### config.mk
export PLATFORM = sky130hd
export DESIGN_NAME = adc_chain_trigger_sequencer
export DESIGN_NICKNAME = d
export VERILOG_FILES = /design/src/rtl/adc_conv_timer.v /design/src/rtl/trig_channel_latch.v /design/src/rtl/adc_chain_trigger_sequencer.v
export VERILOG_INCLUDE_DIRS = /design/src /design/src/rtl
export SDC_FILE = /design/constraint.sdc
export NUM_CORES = 1
export LEC_CHECK = 0
export ABC_CLOCK_PERIOD_IN_PS = 8200
export BUFFER_PORTS_ARGS = -buffer_cell sky130_fd_sc_hd__buf_2
export CORE_ASPECT_RATIO = 0.8
export CORE_MARGIN = 10
export CORE_UTILIZATION = 40
export DETAILED_ROUTE_END_ITERATION = 10
export GPL_TIMING_DRIVEN = 0
export SLEW_MARGIN = 20
export SYNTH_ARGS = -nofsm -noshare
export SYNTH_HDL_FRONTEND = slang
export SYNTH_SLANG_ARGS = --single-unit
### constraint.sdc
create_clock -name pclk -period 8.2 [get_ports pclk]
set_input_delay 0.41 -clock pclk [delete_from_list [all_inputs] [get_ports pclk]]
set_output_delay 0.41 -clock pclk [all_outputs]
set_load 0.05 [all_outputs]
### src/rtl/adc_seq_defines.vh
// Register offsets, field positions and timing counts of the chain sequencer
`ifndef ADC_SEQ_DEFINES_VH
`define ADC_SEQ_DEFINES_VH
`define OFF_CTRL 12'h000
`define OFF_STATUS 12'h004
`define OFF_NMASK 12'h008
`define OFF_JMASK 12'h00c
`define OFF_DONE 12'h010
`define OFF_TEVT 12'h014
`define OFF_RESULT 12'h100
`define CTRL_NORMAL_CHAIN_RUNNING 0
`define CTRL_INJECTED_CHAIN_RUNNING 1
`define CTRL_SCAN 2
`define CTRL_TRIGEN 3
`define ST_NRUN 0
`define ST_JRUN 1
`define ST_TRUN 2
`define ST_NEND 3
`define ST_JEND 4
`define SAMPLE_NS 100
`define CONV_NS 200
`define SAMPLE_CYC ((`SAMPLE_NS + 19) / 20)
`define CONV_CYC ((`CONV_NS + 19) / 20)
`define NCH 32
`define RESULT_VALID 31
`endif

### src/rtl/adc_conv_timer.v
// Sample and convert phase timer for one channel
`timescale 1ns/1ps
`default_nettype none
`include "adc_seq_defines.vh"
module adc_conv_timer (
  input wire pclk,
  input wire presetn,
  input wire start,
  input wire abort,
  output reg sampling,
  output reg converting,
  output reg done
);
  localparam integer SAMP_LAST = `SAMPLE_CYC - 1;
  localparam integer CONV_LAST = `CONV_CYC - 1;
  reg [3:0] cnt_q;
  always @(posedge pclk or negedge presetn) begin
    if (!presetn) begin
      cnt_q <= 4'h0;
      sampling <= 1'b0;
      converting <= 1'b0;
      done <= 1'b0;
    end else begin
      done <= 1'b0;
      // Restart wins over abort so a pre-empting channel always starts
      if (start) begin
        sampling <= 1'b1;
        converting <= 1'b0;
        cnt_q <= 4'h0;
      end else if (abort) begin
        sampling <= 1'b0;
        converting <= 1'b0;
      end else if (sampling) begin
        if (cnt_q == SAMP_LAST[3:0]) begin
          sampling <= 1'b0;
          converting <= 1'b1;
          cnt_q <= 4'h0;
        end else begin
          cnt_q <= cnt_q + 4'h1;
        end
      end else if (converting) begin
        if (cnt_q == CONV_LAST[3:0]) begin
          converting <= 1'b0;
          done <= 1'b1;
        end else begin
          cnt_q <= cnt_q + 4'h1;
        end
      end
    end
  end
endmodule // adc_conv_timer
`default_nettype wire

### src/rtl/trig_channel_latch.v
// Trigger unit event channel latch fed by the periodic timer
`timescale 1ns/1ps
`default_nettype none
module trig_channel_latch (
  input wire pclk,
  input wire presetn,
  input wire periodic_timer_req,
  input wire [5:0] trigger_event_config,
  output reg trig_req,
  output reg [5:0] trig_channel
);
  always @(posedge pclk or negedge presetn) begin
    if (!presetn) begin
      trig_req <= 1'b0;
      trig_channel <= 6'h00;
    end else begin
      trig_req <= periodic_timer_req;
      if (periodic_timer_req) begin
        trig_channel <= trigger_event_config;
      end
    end
  end
endmodule // trig_channel_latch
`default_nettype wire

### src/rtl/adc_chain_trigger_sequencer.v
// Converter chain sequencer with injected and trigger-unit pre-emption
// Overview of operation
// - Injected pre-empts normal; trigger pre-empts normal and injected chains.
// - After pre-emption, aborted normal channel restored, then remaining channels in order.
// - Trigger in last channel sampling: end irq now, second after restored conversion.
// - Scan mode: trigger during last channel conversion gives no second end irq.
// - One-shot: trigger during last conversion restarts chain; irq at its end.
// - Each converted channel sets result valid bit and done flag.
// - Start flag still set at end irq means a further irq follows.
// - Single-shot mode: normal running bit falls to zero at chain end.
// - Scan mode: normal running bit stays set throughout.
// - Trigger event channel field is 6 bits, channels 0 to 63; requests for channels above 31 are dropped.
// - Periodic timer request latches the configured channel number.
//
// The address map and the APB slave port were chosen for this implementation.
`timescale 1ns/1ps
`default_nettype none
`include "adc_seq_defines.vh"
module adc_chain_trigger_sequencer (
  input wire pclk,
  input wire presetn,
  input wire psel,
  input wire penable,
  input wire pwrite,
  input wire [11:0] paddr,
  input wire [31:0] pwdata,
  output reg [31:0] prdata,
  output reg pready,
  output reg pslverr,
  input wire periodic_timer_req,
  input wire [9:0] adc_sample,
  output reg [4:0] conv_channel,
  output reg conv_sampling,
  output reg normal_chain_end_irq,
  output reg injected_chain_end_irq
);
  localparam [1:0] S_IDLE = 2'd0;
  localparam [1:0] S_NORM = 2'd1;
  localparam [1:0] S_INJ = 2'd2;
  localparam [1:0] S_TRIG = 2'd3;

  reg [3:0] ctrl_q;
  reg [31:0] normal_channel_mask;
  reg [31:0] injected_channel_mask;
  reg [31:0] channel_conv_done_flags;
  reg [5:0] trigger_event_config;
  reg [31:0] channel_result_reg [0:`NCH-1];
  reg [1:0] state_q;
  reg [4:0] nptr_q;
  reg [4:0] jptr_q;
  reg normal_chain_running;
  reg injected_chain_running;
  reg nsaved_q;
  reg jsaved_q;
  reg nreq_q;
  reg jreq_q;
  reg tpend_q;
  reg start_q;
  reg tim_abort;
  reg [4:0] cur_ch;
  wire tim_s;
  wire tim_c;
  wire tim_done;
  wire trig_req;
  wire [5:0] trig_channel;
  wire wr_en;
  wire rd_en;
  integer i;

  // First enabled channel at or above a position
  function [5:0] next_ch;
    input [31:0] mask;
    input [4:0] from;
    integer k;
    reg found;
    begin
      next_ch = 6'h20;
      found = 1'b0;
      for (k = 0; k < 32; k = k + 1) begin
        if (!found && k >= from && mask[k]) begin
          next_ch = k[5:0];
          found = 1'b1;
        end
      end
    end
  endfunction

  adc_conv_timer u_timer (
    .pclk(pclk),
    .presetn(presetn),
    .start(start_q),
    .abort(tim_abort),
    .sampling(tim_s),
    .converting(tim_c),
    .done(tim_done)
  );

  trig_channel_latch u_trig (
    .pclk(pclk),
    .presetn(presetn),
    .periodic_timer_req(periodic_timer_req & ctrl_q[`CTRL_TRIGEN]),
    .trigger_event_config(trigger_event_config),
    .trig_req(trig_req),
    .trig_channel(trig_channel)
  );

  assign wr_en = psel & penable & pwrite;
  assign rd_en = psel & ~penable & ~pwrite;

  // First and next enabled channels of each chain
  wire [5:0] n_first = next_ch(normal_channel_mask, 5'd0);
  wire [5:0] j_first = next_ch(injected_channel_mask, 5'd0);
  wire [5:0] n_next = next_ch(normal_channel_mask, nptr_q + 5'd1);
  wire [5:0] j_next = next_ch(injected_channel_mask, jptr_q + 5'd1);
  wire last_n = (n_next == 6'h20) | (nptr_q == 5'd31);
  wire last_j = (j_next == 6'h20) | (jptr_q == 5'd31);
  wire j_go = jreq_q & (state_q == S_NORM || state_q == S_IDLE);
  wire t_go = tpend_q & (state_q != S_TRIG) & ~trig_channel[5];

  always @* begin
    cur_ch = nptr_q;
    if (state_q == S_INJ)
      cur_ch = jptr_q;
    else if (state_q == S_TRIG)
      cur_ch = trig_channel[4:0];
  end

  always @(posedge pclk or negedge presetn) begin
    if (!presetn) begin
      ctrl_q <= 4'h0;
      normal_channel_mask <= 32'h0;
      injected_channel_mask <= 32'h0;
      channel_conv_done_flags <= 32'h0;
      trigger_event_config <= 6'h00;
      state_q <= S_IDLE;
      nptr_q <= 5'h0;
      jptr_q <= 5'h0;
      normal_chain_running <= 1'b0;
      injected_chain_running <= 1'b0;
      nsaved_q <= 1'b0;
      jsaved_q <= 1'b0;
      nreq_q <= 1'b0;
      jreq_q <= 1'b0;
      tpend_q <= 1'b0;
      start_q <= 1'b0;
      tim_abort <= 1'b0;
      normal_chain_end_irq <= 1'b0;
      injected_chain_end_irq <= 1'b0;
      conv_channel <= 5'h0;
      conv_sampling <= 1'b0;
      prdata <= 32'h0;
      pready <= 1'b0;
      pslverr <= 1'b0;
      for (i = 0; i < `NCH; i = i + 1)
        channel_result_reg[i] <= 32'h0;
    end else begin
      start_q <= 1'b0;
      tim_abort <= 1'b0;
      normal_chain_end_irq <= 1'b0;
      injected_chain_end_irq <= 1'b0;
      pready <= psel & ~penable;
      pslverr <= 1'b0;
      conv_channel <= cur_ch;
      conv_sampling <= tim_s;
      // Channels above 31 are not implemented and are dropped here
      if (trig_req && !trig_channel[5])
        tpend_q <= 1'b1;
      if (rd_en) begin
        case (paddr)
          `OFF_CTRL: prdata <= {28'h0, ctrl_q};
          `OFF_STATUS: prdata <= {27'h0, tpend_q, jreq_q, state_q == S_TRIG,
                                  injected_chain_running, normal_chain_running};
          `OFF_NMASK: prdata <= normal_channel_mask;
          `OFF_JMASK: prdata <= injected_channel_mask;
          `OFF_DONE: prdata <= channel_conv_done_flags;
          `OFF_TEVT: prdata <= {26'h0, trigger_event_config};
          default: begin
            if (paddr[11:7] == 5'h02 && paddr[1:0] == 2'b00)
              prdata <= channel_result_reg[paddr[6:2]];
            else
              prdata <= 32'h0;
          end
        endcase
      end
      if (psel & ~penable) begin
        if (!(paddr <= `OFF_TEVT || paddr[11:7] == 5'h02) || paddr[1:0] != 2'b00)
          pslverr <= 1'b1;
      end
      if (wr_en && pready) begin
        case (paddr)
          `OFF_CTRL: begin
            ctrl_q <= {pwdata[3:2], 2'b00};
            if (pwdata[`CTRL_NORMAL_CHAIN_RUNNING] && normal_channel_mask != 32'h0) begin
              nreq_q <= 1'b1;
              normal_chain_running <= 1'b1;
            end
            if (pwdata[`CTRL_INJECTED_CHAIN_RUNNING] && injected_channel_mask != 32'h0) begin
              jreq_q <= 1'b1;
              injected_chain_running <= 1'b1;
            end
            if (!pwdata[`CTRL_SCAN] && !nsaved_q && state_q != S_NORM)
              normal_chain_running <= pwdata[`CTRL_NORMAL_CHAIN_RUNNING] & (normal_channel_mask != 0);
          end
          `OFF_NMASK: normal_channel_mask <= pwdata;
          `OFF_JMASK: injected_channel_mask <= pwdata;
          `OFF_DONE: channel_conv_done_flags <= channel_conv_done_flags & ~pwdata;
          `OFF_TEVT: trigger_event_config <= pwdata[5:0];
          default: ;
        endcase
      end
      // Chain scheduling
      if (t_go) begin
        tpend_q <= trig_req;
        if (state_q == S_NORM) begin
          nsaved_q <= 1'b1;
          if (last_n && tim_s)
            normal_chain_end_irq <= 1'b1;
          if (last_n && tim_c && !ctrl_q[`CTRL_SCAN])
            nptr_q <= n_first[4:0];
          if (last_n && tim_c && ctrl_q[`CTRL_SCAN])
            nsaved_q <= 1'b0;
        end
        if (state_q == S_INJ) begin
          jsaved_q <= 1'b1;
          if (last_j && tim_s)
            injected_chain_end_irq <= 1'b1;
        end
        tim_abort <= 1'b1;
        state_q <= S_TRIG;
        start_q <= 1'b1;
      end else if (j_go) begin
        jreq_q <= 1'b0;
        if (state_q == S_NORM) begin
          nsaved_q <= 1'b1;
          if (last_n && tim_s)
            normal_chain_end_irq <= 1'b1;
        end
        jptr_q <= j_first[4:0];
        tim_abort <= 1'b1;
        state_q <= S_INJ;
        start_q <= 1'b1;
      end else if (state_q == S_IDLE && (nreq_q || nsaved_q)) begin
        if (nreq_q && !nsaved_q)
          nptr_q <= n_first[4:0];
        nreq_q <= 1'b0;
        nsaved_q <= 1'b0;
        state_q <= S_NORM;
        start_q <= 1'b1;
      end else if (state_q == S_IDLE && jsaved_q) begin
        jsaved_q <= 1'b0;
        state_q <= S_INJ;
        start_q <= 1'b1;
      end else if (tim_done) begin
        channel_conv_done_flags[cur_ch] <= 1'b1;
        channel_result_reg[cur_ch] <= 32'h80000000 | {22'h0, adc_sample};
        case (state_q)
          S_TRIG: begin
            state_q <= jsaved_q ? S_INJ : (nsaved_q ? S_NORM : S_IDLE);
            start_q <= jsaved_q | nsaved_q;
            jsaved_q <= 1'b0;
            // Keep a saved normal chain while the injected one resumes
            if (!jsaved_q)
              nsaved_q <= 1'b0;
          end
          S_INJ: begin
            if (last_j) begin
              injected_chain_end_irq <= 1'b1;
              injected_chain_running <= jreq_q;
              state_q <= nsaved_q ? S_NORM : S_IDLE;
              start_q <= nsaved_q;
              nsaved_q <= 1'b0;
            end else begin
              jptr_q <= j_next[4:0];
              start_q <= 1'b1;
            end
          end
          S_NORM: begin
            if (last_n) begin
              normal_chain_end_irq <= 1'b1;
              if (ctrl_q[`CTRL_SCAN]) begin
                nptr_q <= n_first[4:0];
                start_q <= 1'b1;
              end else begin
                normal_chain_running <= nreq_q;
                state_q <= S_IDLE;
              end
            end else begin
              nptr_q <= n_next[4:0];
              start_q <= 1'b1;
            end
          end
          default: state_q <= S_IDLE;
        endcase
      end
      if (wr_en && pready && paddr == `OFF_CTRL && !pwdata[`CTRL_SCAN] && ctrl_q[`CTRL_SCAN]
          && state_q == S_NORM)
        ctrl_q[`CTRL_SCAN] <= 1'b0;
    end
  end
endmodule // adc_chain_trigger_sequencer
`default_nettype wire

==> results.cfg <==
[status]
status = complete, no violations

[synth]
synth_xor_area_share_pct = 0.496
synth_compound_area_share_pct = 9.73
async_flop_share_pct = 100
synthTopCellsByArea = dfrtp_1 (50%), mux2_2 (16%), mux4_2 (9.3%)
synth_cell_types = 91
synth_edf_count = 0
yosysTopAreaCell = dfrtp_1
synthAdderAreaFrac_pct = 0.515
ys_top_cells_by_count = dfrtp_1 (533), mux2_2 (391), nand2_1 (240)
seq_area_frac_synth_pct = 49.9
synth_warnings = 0
netlist_instances = 2189
synth_top_area_share_pct = 49.9
syn_nets = 2260
synth-seq-cells = 533
synthFlopType = dfrtp_1
synth_most_common_cell = dfrtp_1
synth_top_family_by_area = multiplexers
synthMuxAreaShare_pct = 26.9
syn_area_um2 = 26700
syn_avg_cell_area_um2 = 12.2
synth-simple-area-share_pct = 9.60

[placed_design]
port_buffers = 101
dp.cells = 3158
dp_slack_ns = 3.72
finalWeightedCongestion = 0.923
hpwl_mm = 66.1

[timing]
min_period_over_period_pct = 56.4
fin_hold_ws_ns = 0.0204
fin_skew_ns = 0.0488
hold_viol = 0
worst_slack_ns = 3.58
tightestPinTransition_ns = 1.26
final-max-slew-violation-count = 0
slew_headroom_pct = 16.2
fmax_mhz = 216
rsz0062_at_grt = no
setup_viol = 0
min_period_ns = 4.62

[routing]
drt_iter0_drc = 1878
dr_total_vias = 19700
drc = 0
routed_wl_mm = 90.9
ant_nets = 0
dr.pass1.iters = 7
wire_per_inst_um = 27.9
vias_per_cell = 6.05

[die]
num_rows = 84
initial_core_util_pct = 40.5
core_um2 = 65900
io_pins = 102
die-area_um2 = 77600
die_w_um = 309
die_h_um = 251

[critical_path]
worstSetupEndpointType = register
r2r_start = nptr_q[1]
arrival_ns = 5.15
worstRegToRegCells = 12
startpoint_type = register
required_ns = 8.73
rrSetupSlack_ns = 3.58
critPathKind = reg -> reg
reg2reg_to = nptr_q[1]
cp_max_fo = 8

[pwr]
power.total_uw = 5620
p_leak_uw = 0.0129
ir_worst_vdd_mv = 0.173
p_per_area_nw_per_um2 = 186

[layout]
fin_util_pct = 45.9
layout-drive-gt1-share_pct = 32.1
largest_reg_flops = 352
fin_cells = 3255
fin_nets = 2427
synthToLayoutAreaGrowth_pct = 13.2

[cts]
clk_latency_ns = 0.64
cts_resized = 0
numClockSinks = 533
post_cts_buffers = 0
cts.htree.levels = 2
cts_buffers = 54
cts.path.max_buffers = 3
ctsHoldBuffers = 1
clockRootBuffer = clkbuf_16
clkTransAtPathRegs_ns = 0.06
tritoncts = yes

[run]
maxCapViolations = 0

[global_routing]
grt_pass1_wl_mm = 135
track_usage_pct = 23.3
grt_pass1_vias = 20200
grt_overflow_total = 0
grt_max_degree = 96
antenna_found_initial = 2

[worst_hold_path]
min_from = pwdata[24]
hold_depth = 3
whs_endpoint = normal_channel_mask[24]
hold_path_class = in -> reg
## worst max-delay path, stage by stage (launching register included)
cell	delay [ns]
dfrtp_1	0.38
buf_2	0.27
inv_1	0.08
ha_1	0.37
nor3_1	0.70
nand2_1	0.39
o21a_1	0.26
o21ai_0	0.38
and4_4	0.36
a21oi_1	0.22
or2_4	0.34
o211ai_4	0.37
mux2_1	0.36
## stage by stage
step           setup TNS [ns]  cell area, um2
2_1_floorplan               0           26700
3_3_place_gp         -2081.43           28300
3_5_place_dp                0           28500
4_1_cts                     0           30200
5_1_grt                     0           30300
6_report                    0           30300
## cells by family (layout without fill, tap and decap cells)
kind of cell    after synthesis  count (layout)
other cells                   0               2
xor+xnor                     10              10
mux                         532             532
compound gates              372             372
fa+ha+maj                    11              11
buf+inv                     189             393
flops                       533             533
simple gates                542             542
## worst max-delay path by stage
stage,cells after the start,from,end,slack [ns]
6_report,12,nptr_q[1],nptr_q[1],3.58
3_3_place_gp,1,presetn,channel_result_reg[164],-4.02
3_5_place_dp,12,nptr_q[1],nptr_q[1],3.72
5_1_grt,12,nptr_q[1],nptr_q[0],3.33
2_1_floorplan,14,nptr_q[0],nptr_q[0],4.64
4_1_cts,12,nptr_q[1],nptr_q[0],3.69
## power by group
group	internal [uW]	leakage, uW	switching, uW
Clock	1330	0.000830	1100
Sequential	2720	0.00649	50.0
Combinational	193	0.00562	229
## cell usage in the layout, fill, tap and decap left out, types with 7 or more instances in the layout
master,instances
a21o_1,8
nand2_1,240
nor2_1,109
nor3_1,32
clkbuf_16,54
a221oi_1,12
clkbuf_2,20
and3_1,8
mux2i_1,27
clkbuf_8,9
nand4_1,10
or3_1,11
o211ai_1,10
o31ai_1,14
a211oi_1,8
buf_1,16
o31a_1,8
o21ai_0,102
a21oi_1,74
clkbuf_1,112
nor2b_1,11
dfrtp_1,533
o21a_1,12
inv_1,35
nand2b_1,48
nor4_1,14
clkinv_2,9
ha_1,11
a32oi_1,7
mux2_2,391
a31oi_1,13
mux4_2,110
nand3_1,18
buf_2,112
a222oi_1,25
## layer usage
layer	part of all wire (%)	vias up	wire length [um]	global-route usage, %
met3	8.1	123	7400	5.08
met1	46	10300	41500	33.7
met4	2.4	2	2190	6.18
met5	0.0077	-	7	0
met2	44	789	39800	34.8
li1	-	8436	-	-
## final cells by class
type                    instances  area (um2)
flip-flops and latches        533       13300
repair buffers                111         724
well taps                     860        1080
diodes                          2        5.00
clock inverters                17         176
fillers                      5994       35600
multi-input cells            1467       12600
clock buffers                  76        1520
inverters                      35         131
plain buffers                 154         648
No activity file was read; power rests on OpenSTA's default activity.
